<file path="config.mk">
export PLATFORM = sky130hd
export DESIGN_NAME = scp_pipe_ctrl
export DESIGN_NICKNAME = d
export VERILOG_FILES = /design/src/logic/scp_pkg.sv /design/src/logic/scp_stage_if.sv /design/src/logic/scp_stage_reg.sv /design/src/logic/scp_pipe_ctrl.sv
export SDC_FILE = /design/constraint.sdc
export NUM_CORES = 1
export LEC_CHECK = 0
export BUFFER_PORTS_ARGS = -buffer_cell sky130_fd_sc_hd__buf_2
export CAP_MARGIN = 20
export CORE_MARGIN = 2
export CORE_UTILIZATION = 55
export CTS_CLUSTER_DIAMETER = 80
export CTS_CLUSTER_SIZE = 8
export DETAILED_ROUTE_END_ITERATION = 7
export GPL_TIMING_DRIVEN = 1
export PLACE_DENSITY = 0.78
export SYNTH_ARGS = -nofsm -noshare
export SYNTH_HDL_FRONTEND = slang
export SYNTH_SLANG_ARGS = --single-unit
</file>
<file path="constraint.sdc">
create_clock -name mclk -period 2.1 [get_ports mclk]
set_input_delay 0.315 -clock mclk [delete_from_list [all_inputs] [get_ports mclk]]
set_output_delay 0.315 -clock mclk [all_outputs]
set_load 0.005 [all_outputs]
</file>
<file path="src/logic/scp_pkg.sv">
// Constants for the system-control pipeline timing block.
// Assumes a single clock domain; all users import scp_pkg::*.
// Notes on behaviour
// - Pre-decrement control store: five stages, pointer written back
// - Control load/store memory access arbitrated against fetch
// - Post-increment control load stalls dependent reader
// - DSP variant: decode after control load held four
// - DSP variant: decode after control store held one
// - Bounds and loop registers exist only on DSP
// - Banked store: six stages, decode stalled one
// - Banked store memory access arbitrated with fetch
// - Moves into accumulator: four stages, multiplier access
// - Multiplier user after DSP transfer is stalled
// - Memory loads into accumulator: four stages, contend
// - Accumulator to register: five stages, hazard stall
// - Exception return: three execute, one delay slot
// - Exception return discards second, target after execute
// - Software trap: four execute, not delayed branch
// - Trap discards two fetched, target after execute
// - DSP variant trap runs six execute stages
package scp_pkg;
   // Instruction classes as decoded upstream
   localparam logic [3:0] CLS_PLAIN = 4'h0;
   localparam logic [3:0] CLS_CTRL_STORE = 4'h1; // control_reg_store_mem, non-banked
   localparam logic [3:0] CLS_CTRL_LOAD = 4'h2; // control_reg_load_mem
   localparam logic [3:0] CLS_BANK_STORE = 4'h3; // alternate_bank_gpr store
   localparam logic [3:0] CLS_MAC_MOVE_IN = 4'h4; // sys_reg_move_in, accum_clear
   localparam logic [3:0] CLS_MAC_LOAD = 4'h5; // sys_reg_load_mem
   localparam logic [3:0] CLS_MAC_MOVE_OUT = 4'h6; // sys_reg_move_out
   localparam logic [3:0] CLS_MAC_STORE = 4'h7; // sys_reg_store_mem
   localparam logic [3:0] CLS_EXC_RETURN = 4'h8; // exception_return
   localparam logic [3:0] CLS_TRAP = 4'h9; // software_trap
   localparam logic [3:0] CLS_MUL_USER = 4'ha; // any multiplier user
   // Execute-stage counts per class
   localparam logic [2:0] EX_ONE = 3'h1;
   localparam logic [2:0] EX_BANK = 3'h2;
   localparam logic [2:0] EX_RETURN = 3'h3;
   localparam logic [2:0] EX_TRAP = 3'h4;
   localparam logic [2:0] EX_TRAP_DSP = 3'h6;
   // Decode hold-off and fetch-discard slot counts; control load/store hold-offs on the DSP variant only
   localparam logic [2:0] HOLD_LOAD_DSP = 3'h4;
   localparam logic [2:0] HOLD_STORE_DSP = 3'h1;
   localparam logic [2:0] HOLD_BANK = 3'h1;
   localparam logic [2:0] HOLD_NONE = 3'h0;
   localparam logic [2:0] DISCARD_RETURN = 3'h1;
   localparam logic [2:0] DISCARD_TRAP = 3'h2;
   // Control register selectors reserved to the DSP variant
   localparam logic [3:0] CREG_BOUNDS = 4'h4; // circular_buffer_bounds
   localparam logic [3:0] CREG_LOOP_FIRST = 4'h5; // loop_first_pc
   localparam logic [3:0] CREG_LOOP_LAST = 4'h6; // loop_last_pc
   localparam logic [3:0] GPR_NONE = 4'h0;
endpackage : scp_pkg

</file>
<file path="src/logic/scp_stage_if.sv">
// Carries one instruction slot between pipeline stages.
// Assumes the stage registers and the hazard logic share mclk.
`timescale 1ns/100ps
interface scp_stage_if;
   logic valid;
   logic [3:0] cls;
   logic [3:0] dst;
   logic memUse;
   logic mulUse;
   modport src (output valid, output cls, output dst, output memUse, output mulUse);
   modport snk (input valid, input cls, input dst, input memUse, input mulUse);
endinterface : scp_stage_if

</file>
<file path="src/logic/scp_stage_reg.sv">
// One pipeline stage register; holds when told, bubbles when flushed.
// Assumes the hazard logic drives hold and flush in the same cycle.
`timescale 1ns/100ps
module scp_stage_reg
   import scp_pkg::*;
(
   input wire logic mclk, // System clock
   input wire logic nrst, // Async reset, active low
   input wire logic hold, // Keep current contents
   input wire logic bubble, // Load an empty slot
   scp_stage_if.snk din, // Younger side
   scp_stage_if.src dout // Older side
);
   logic next_valid;
   logic [3:0] next_cls;
   logic [3:0] next_dst;
   logic next_memUse;
   logic next_mulUse;

   // Hold keeps the slot in place; bubble empties it
   always_comb begin
      next_valid = dout.valid;
      next_cls = dout.cls;
      next_dst = dout.dst;
      next_memUse = dout.memUse;
      next_mulUse = dout.mulUse;
      if (!hold) begin
         next_valid = din.valid & ~bubble;
         next_cls = din.cls;
         next_dst = din.dst;
         next_memUse = din.memUse & ~bubble;
         next_mulUse = din.mulUse & ~bubble;
      end
   end

   // Registers only
   always_ff @(posedge mclk or negedge nrst) begin
      if (!nrst) begin
         dout.valid <= 1'b0;
         dout.cls <= CLS_PLAIN;
         dout.dst <= GPR_NONE;
         dout.memUse <= 1'b0;
         dout.mulUse <= 1'b0;
      end else begin
         dout.valid <= next_valid;
         dout.cls <= next_cls;
         dout.dst <= next_dst;
         dout.memUse <= next_memUse;
         dout.mulUse <= next_mulUse;
      end
   end
endmodule : scp_stage_reg

</file>
<file path="src/logic/scp_pipe_ctrl.sv">
// Stage sequencing and hazard control for system-control instructions.
// Assumes a decoder classifies the instruction in decode and that the
// fetch unit honours fetchGrant, flush and redirect.
`timescale 1ns/100ps
module scp_pipe_ctrl
   import scp_pkg::*;
#(
   parameter bit DSP_VARIANT = 1'b0 // DSP-extended variant
) (
   input wire logic mclk, // System clock, 10 MHz
   input wire logic nrst, // Async reset, active low
   input wire logic decValid, // Instruction present in decode
   input wire logic [3:0] decCls, // Its class
   input wire logic [3:0] decCreg, // Control register selected
   input wire logic [3:0] decDst, // Destination register, 0 none
   input wire logic [3:0] decSrcA, // Source register read
   input wire logic [3:0] decSrcB, // Second source register read
   input wire logic fetchReq, // Fetch unit wants the bus
   output logic decStall, // Decode held this slot
   output logic fetchGrant, // Fetch may use the bus
   output logic memGrant, // Memory access owns the bus
   output logic mulAccess, // Memory stage drives multiplier
   output logic ptrWrite, // Write-back of updated pointer
   output logic regWrite, // Write-back of loaded register
   output logic [3:0] wbDst, // Register written back
   output logic fetchDiscard, // Fetched slot is thrown away
   output logic redirect, // Start fetch of branch target
   output logic illegalOp // Control register absent on this variant
);
   // -----------------------------------------------------------------
   // Stage registers
   // -----------------------------------------------------------------
   scp_stage_if exIn ();
   scp_stage_if exOut ();
   scp_stage_if maOut ();
   scp_stage_if wbOut ();

   logic exHold;
   logic maHold;
   logic exBubble;
   logic illegalNow;
   logic hazard;
   logic [2:0] exLeft;
   logic [2:0] holdLeft;
   logic [2:0] discLeft;
   logic [2:0] next_exLeft;
   logic [2:0] next_holdLeft;
   logic [2:0] next_discLeft;
   logic redirPend;
   logic next_redirPend;
   logic mulLast;
   logic next_mulLast;

   // Bounds and loop registers are undefined on the base variants
   assign illegalNow = decValid && !DSP_VARIANT &&
      (decCls == CLS_CTRL_LOAD || decCls == CLS_CTRL_STORE) &&
      (decCreg == CREG_BOUNDS || decCreg == CREG_LOOP_FIRST || decCreg == CREG_LOOP_LAST);

   // Decode slot fields
   assign exIn.valid = decValid & ~illegalNow;
   assign exIn.cls = decCls;
   assign exIn.dst = decDst;
   assign exIn.memUse = decCls inside {CLS_CTRL_STORE, CLS_CTRL_LOAD, CLS_BANK_STORE,
      CLS_MAC_MOVE_IN, CLS_MAC_LOAD, CLS_MAC_MOVE_OUT, CLS_MAC_STORE};
   assign exIn.mulUse = decCls inside {CLS_MAC_MOVE_IN, CLS_MAC_LOAD, CLS_MAC_MOVE_OUT,
      CLS_MAC_STORE, CLS_MUL_USER};

   // Load-use and multiplier hazards against the instruction ahead
   assign hazard = decValid && exOut.valid &&
      (((exOut.cls == CLS_CTRL_LOAD || exOut.cls == CLS_MAC_MOVE_OUT) &&
        exOut.dst != GPR_NONE && (decSrcA == exOut.dst || decSrcB == exOut.dst)) ||
       (mulLast && exIn.mulUse));

   // Multi-cycle execute keeps the slot; memory stage waits for the bus
   assign maHold = maOut.valid && maOut.memUse && !memGrant;
   assign exHold = maHold || (exLeft > EX_ONE);
   assign exBubble = hazard || (holdLeft != HOLD_NONE) || redirPend;

   // Younger stages hold while older ones drain
   scp_stage_reg uEx (.mclk(mclk), .nrst(nrst), .hold(exHold),
      .bubble(exBubble), .din(exIn), .dout(exOut));
   scp_stage_reg uMa (.mclk(mclk), .nrst(nrst), .hold(maHold),
      .bubble(exLeft > EX_ONE), .din(exOut), .dout(maOut));
   scp_stage_reg uWb (.mclk(mclk), .nrst(nrst), .hold(1'b0),
      .bubble(maHold), .din(maOut), .dout(wbOut));

   // -----------------------------------------------------------------
   // Execute counting, decode hold-off and discard sequencing
   // -----------------------------------------------------------------
   always_comb begin
      next_exLeft = exLeft;
      next_holdLeft = holdLeft;
      next_discLeft = discLeft;
      next_redirPend = 1'b0;
      next_mulLast = mulLast;
      if (holdLeft != HOLD_NONE) begin
         next_holdLeft = holdLeft - 3'h1;
      end
      if (exLeft > EX_ONE) begin
         next_exLeft = exLeft - 3'h1;
         // Target fetch in the slot after the last execute
         next_redirPend = (exLeft == 3'h2) &&
            (exOut.cls == CLS_EXC_RETURN || exOut.cls == CLS_TRAP);
      end else if (!exHold && exIn.valid && !exBubble) begin
         next_mulLast = exIn.mulUse && exIn.cls != CLS_MUL_USER;
         case (exIn.cls)
            CLS_BANK_STORE: begin
               next_exLeft = EX_BANK;
               next_holdLeft = HOLD_BANK;
            end
            CLS_CTRL_LOAD: begin
               next_exLeft = EX_ONE;
               next_holdLeft = DSP_VARIANT ? HOLD_LOAD_DSP : HOLD_NONE;
            end
            CLS_CTRL_STORE: begin
               next_exLeft = EX_ONE;
               next_holdLeft = DSP_VARIANT ? HOLD_STORE_DSP : HOLD_NONE;
            end
            CLS_EXC_RETURN: begin
               next_exLeft = EX_RETURN;
               next_discLeft = DISCARD_RETURN;
            end
            CLS_TRAP: begin
               next_exLeft = DSP_VARIANT ? EX_TRAP_DSP : EX_TRAP;
               next_discLeft = DISCARD_TRAP;
            end
            default: begin
               next_exLeft = EX_ONE;
            end
         endcase
      end else if (!exHold) begin
         next_exLeft = EX_ONE;
         // A bubble or idle slot separates transfers, so no stale contention
         next_mulLast = 1'b0;
      end
      // Exception return lets its delay slot run; trap kills both fetched
      // One fetched slot is thrown away per execute slot until the count ends
      if (discLeft != HOLD_NONE && exLeft > EX_ONE) begin
         next_discLeft = discLeft - 3'h1;
      end
   end

   always_ff @(posedge mclk or negedge nrst) begin
      if (!nrst) begin
         exLeft <= EX_ONE;
         holdLeft <= HOLD_NONE;
         discLeft <= HOLD_NONE;
         redirPend <= 1'b0;
         mulLast <= 1'b0;
      end else begin
         exLeft <= next_exLeft;
         holdLeft <= next_holdLeft;
         discLeft <= next_discLeft;
         redirPend <= next_redirPend;
         mulLast <= next_mulLast;
      end
   end

   // -----------------------------------------------------------------
   // Registered outputs
   // -----------------------------------------------------------------
   logic next_decStall;
   logic next_fetchGrant;
   logic next_memGrant;
   logic next_mulAccess;
   logic next_ptrWrite;
   logic next_regWrite;
   logic [3:0] next_wbDst;
   logic next_fetchDiscard;
   logic next_illegalOp;

   // Memory access wins the shared bus; fetch is the one delayed
   always_comb begin
      next_memGrant = exOut.valid && exOut.memUse && !(exLeft > EX_ONE);
      next_fetchGrant = fetchReq && !next_memGrant;
      next_mulAccess = next_memGrant && exOut.mulUse;
      next_decStall = decValid && (exHold || exBubble);
      next_ptrWrite = maOut.valid && !maHold &&
         (maOut.cls == CLS_CTRL_STORE || maOut.cls == CLS_BANK_STORE ||
          maOut.cls == CLS_MAC_STORE);
      next_regWrite = maOut.valid && !maHold &&
         (maOut.cls == CLS_CTRL_LOAD || maOut.cls == CLS_MAC_MOVE_OUT);
      next_wbDst = maOut.dst;
      next_fetchDiscard = (discLeft != HOLD_NONE) && (exLeft > EX_ONE) &&
         (exOut.cls == CLS_TRAP || exOut.cls == CLS_EXC_RETURN);
      next_illegalOp = illegalNow;
   end

   always_ff @(posedge mclk or negedge nrst) begin
      if (!nrst) begin
         decStall <= 1'b0;
         fetchGrant <= 1'b0;
         memGrant <= 1'b0;
         mulAccess <= 1'b0;
         ptrWrite <= 1'b0;
         regWrite <= 1'b0;
         wbDst <= GPR_NONE;
         fetchDiscard <= 1'b0;
         redirect <= 1'b0;
         illegalOp <= 1'b0;
      end else begin
         decStall <= next_decStall;
         fetchGrant <= next_fetchGrant;
         memGrant <= next_memGrant;
         mulAccess <= next_mulAccess;
         ptrWrite <= next_ptrWrite;
         regWrite <= next_regWrite;
         wbDst <= next_wbDst;
         fetchDiscard <= next_fetchDiscard;
         redirect <= redirPend;
         illegalOp <= next_illegalOp;
      end
   end
endmodule : scp_pipe_ctrl

</file>
==> reports/qor.txt <==
ROUTING
-----------------------------------------------------------------------------------------------------------------
Post-route ant nets                                                                                             0
Number of violations reported at the end of detailed-routing iteration 0                                      105
Wire length after detailed routing                                                                        3990 um
DRC viols                                                                                                       0
Vias per inst                                                                                                5.27
Wirelength per Cell                                                                                       13.8 um
Via total after detailed routing                                                                             1528
First-pass iteration count of the detailed router                                                               4

YOSYS
-----------------------------------------------------------------------------------------------------------------
Number of synthesized flops with an enable pin                                                                  0
Area share of the largest cell type after synthesis                                                         51.3%
Number of synthesized register bits                                                                            45
Gate count after technology mapping                                                                           194
Area fraction in compound gates after synthesis                                                             11.7%
Proportion of register bits with asynchronous set or reset after synthesis                                   100%
Library cell occupying the most area in the post-synthesis netlist                                        dfrtp_1
Net Count, Synth                                                                                              225
Synth Area in XOR/XNOR                                                                                      4.08%
YS warnings                                                                                                     0
Portion of netlist area occupied by mux cells                                                               5.13%
Combinational family with the most area after synthesis                                              simple AND/OR/NAND/NOR gates
Synthesized area per cell                                                                                11.1 um2
Top flip-flop cell by instance count after synthesis                                                      dfrtp_1
Portion of the post-synthesis area used by sequential elements                                              52.6%
Simple-gate share of the synthesized area                                                                   18.8%
Post-synthesis cell area                                                                                 2140 um2
Arithmetic-cell share of the synthesized area counting full adders, half adders and majority gates          4.08%
Top cells by area in the synthesized netlist                                                         dfrtp_1 51%, nand2_1 6.1%, mux2_2 4.2%
Number of distinct standard cells referenced by the synthesized netlist                                        52

WORST HOLD PATH
-----------------------------------------------------------------------------------------------------------------
Hold Crit Class                                                                                      input port to flop

PLACED DESIGN
-----------------------------------------------------------------------------------------------------------------
HPWL reported at the end of detailed placement                                                            3000 um
Number of buffers added on ports                                                                               36
Number of placed instances with taps included                                                                 279
Placed Area                                                                                              2390 um2
Placer Congestion                                                                                           0.798

CLOCK TREE
-----------------------------------------------------------------------------------------------------------------
Maximum number of buffers from clock root to sink                                                               2
Insertion delay of the later-clocked pin in the worst-skew pair                                           0.31 ns
TritonCTS sink count                                                                                           45
Buffer cell driving the clock tree root                                                                  clkbuf_8
Number of buffers created by CTS                                                                                5
TritonCTS clock tree                                                                                          yes
Number of H-tree levels                                                                                         2
Clk slew on worst S/H paths                                                                               0.09 ns

LAYOUT
-----------------------------------------------------------------------------------------------------------------
Area delta synth->final                                                                                     17.2%
Post-Layout Inst Area                                                                                    2510 um2
Commonest non-fill, non-tap cell in the layout                                                            dfrtp_1
Number of cells in the finished layout apart from fillers                                                     290
Number of nets at the end of the flow                                                                         272
Diode count                                                                                                     0
Number of filler cells placed in the layout                                                                   298
Combined flip-flop and latch cell area                                                                   1130 um2
Commonest cells after routing, fill and taps aside                                                   44 x dfrtp_1, 36 x buf_2, 35 x nand2_1
Multi-input combinational cell area                                                                       947 um2
Fraction of layout cells with a size suffix above 1                                                         31.8%
Post-Route Utilization                                                                                      67.6%

GRT
-----------------------------------------------------------------------------------------------------------------
Total congestion overflow                                                                                       0
Global-route usage over all layers                                                                          21.8%
Global-route wire length before repair                                                                    7070 um
Via count of the first global-routing pass                                                                   1545
Initial antenna violation count                                                                                 0
Largest net degree at the start of global routing                                                              26

WORST SETUP PATH
-----------------------------------------------------------------------------------------------------------------
Setup slack of the most critical reg-to-reg path                                                          0.13 ns
CP required                                                                                               2.33 ns
Cell-by-cell listing of the critical path                                                            inv_1, ha_1, or2b_4, nor2_2, o2111ai_4, or4_1, o211ai_1
Critical Path Source Type                                                                                    flop
CP arrival                                                                                                2.20 ns
Critical setup path kind                                                                             flop to flop
Max stage delay on crit path                                                                              0.51 ns
Crit-path max FO                                                                                                8
Element type at the critical path end                                                                        flop
Critical-path top delay cell                                                                                or4_1

PWR
-----------------------------------------------------------------------------------------------------------------
Leak pwr                                                                                                  1.22 nW
Power consumption                                                                                         3.15 mW
Power density of the placed cells                                                                     1250 nW/um2
Max IR drop VDD                                                                                          0.665 mV

FLOORPLAN
-----------------------------------------------------------------------------------------------------------------
Horizontal die dimension                                                                                  66.4 um
I/O pin total                                                                                                  37
Die height                                                                                                66.4 um
Placement row count                                                                                            22
Initial Util                                                                                                57.7%
Die Footprint                                                                                            4410 um2
Floorplan Core Area                                                                                      3720 um2

TIMING
-----------------------------------------------------------------------------------------------------------------
Fin Setup TNS                                                                                                0 ns
Final critical path time including I/O delays and setup                                                   1.97 ns
Slew at the pin closest to its max-slew limit                                                            0.520 ns
Period utilization                                                                                          94.0%
Clock tree skew after final layout                                                                      0.0119 ns
Setup repair after global routing missed its margin                                                            no
Total count of hold-check failures in the final report                                                          0
Number of endpoints failing setup at the final stage                                                            0
Normalized max-slew margin                                                                                  65.3%
Count of pins over their slew limit                                                                             0
Max Clk Rate                                                                                              506 MHz

JOB
-----------------------------------------------------------------------------------------------------------------
Max Cap Violations                                                                                              0

OUTCOME
-----------------------------------------------------------------------------------------------------------------
Outcome                                                                                              complete, no violations

per-stage QoR:
| step | hold WS (ns) | setup WS, ns |
|---|---|---|
| finish | 0.234 | 0.125 |
| global route | 0.232 | 0.00322 |
| CTS | 0.232 | 0.0887 |
| detailed placement | 0.317 | 0.0945 |
| global placement | 0.316 | 0.176 |
| floorplan | 0.0194 | 0.288 |
worst max-delay path: cells and delay by family (launching register included):
kind,cells,cell delay (ns)
AOI/OAI and AO/OA,2,0.29
adders and majority gates,1,0.18
and+or+nand+nor,3,0.94
buffers and inverters,1,0.09
DFF,1,0.39
cells by family (layout without fill, tap and decap cells):
family	count (synthesis)	in the layout
compound gates	28	28
xor+xnor	10	10
fa+ha+maj	7	7
buf+inv	16	64
flops	45	45
mux	10	10
simple gates	78	78
final timing paths:
path                                        startpoint                          end  depth (start not counted)
setup reg to reg                 holdLeft[0]$_DFF_PN0_      discLeft[0]$_DFFE_PN0P_                          7
setup / recovery                 holdLeft[0]$_DFF_PN0_      discLeft[0]$_DFFE_PN0P_                          7
hold reg to reg            uMa.dout.dst[1]$_DFFE_PN0N_           wbDst[1]$_DFF_PN0_                          0
min in group asynchronous                         nrst           wbDst[1]$_DFF_PN0_                          2
hold / removal                               decDst[1]  uEx.dout.dst[1]$_DFFE_PN0P_                          2
max in group asynchronous                         nrst        exLeft[0]$_DFFE_PN1P_                          3
cell type report:
class / count / share of cell area [%]
flip-flops and latches: 45 / 44.9
repair buffers: 44 / 9.66
multi-input cells: 133 / 37.7
well taps: 48 / 2.39
clock buffers: 5 / 2.74
clock inverters: 3 / 0.847
inverters: 12 / 1.79
metal layers:
| metal | part of all wire, % | track usage [%] | vias up |
|---|---|---|---|
| li1 | - | - | 756 |
| met1 | 47 | 29.9 | 725 |
| met2 | 47 | 33.5 | 37 |
| met3 | 4.1 | 5.62 | 10 |
| met4 | 1.8 | 7.40 | 0 |
| met5 | 0 | 0 | - |
timing repair:
item	in CTS	in global routing
hold buffers	1	0
gates resized for setup	0	2
endpoints found under the hold margin	23	0
setup buffers	0	2
endpoints found under the setup margin	0	2
report_power, final:
| part | switching [mW] | internal [mW] | total, mW |
|---|---|---|---|
| Combinational | 0.569 | 0.593 | 1.16 |
| Clock | 0.298 | 0.236 | 0.534 |
| Sequential | 0.253 | 1.20 | 1.45 |
state kept, by name, indices dropped and copies added (netlist names), 3 cells and up:
register / count
holdLeft: 3
wbDst: 4
uEx.dout.dst: 4
discLeft: 3
uMa.dout.cls: 4
exLeft: 3
uEx.dout.cls: 4
uMa.dout.dst: 4
cell usage after synthesis (2+ instances only):
master     number
ha_1            7
and2_1          2
nand4_1         3
or3_1           3
nor4_1          3
xnor2_1         9
mux2_2          8
nor2b_1         3
o2bb2ai_1       2
a31o_2          2
and3_1          2
nand2_1        35
a21oi_1         2
o21ai_0         6
mux2i_1         2
dfrtp_1        44
inv_1          12
nand3b_1        2
nand3_1         2
a21o_1          3
nor2_1          8
nor3_1          2
or2_2           3
(Power assumes the default switching activity.)
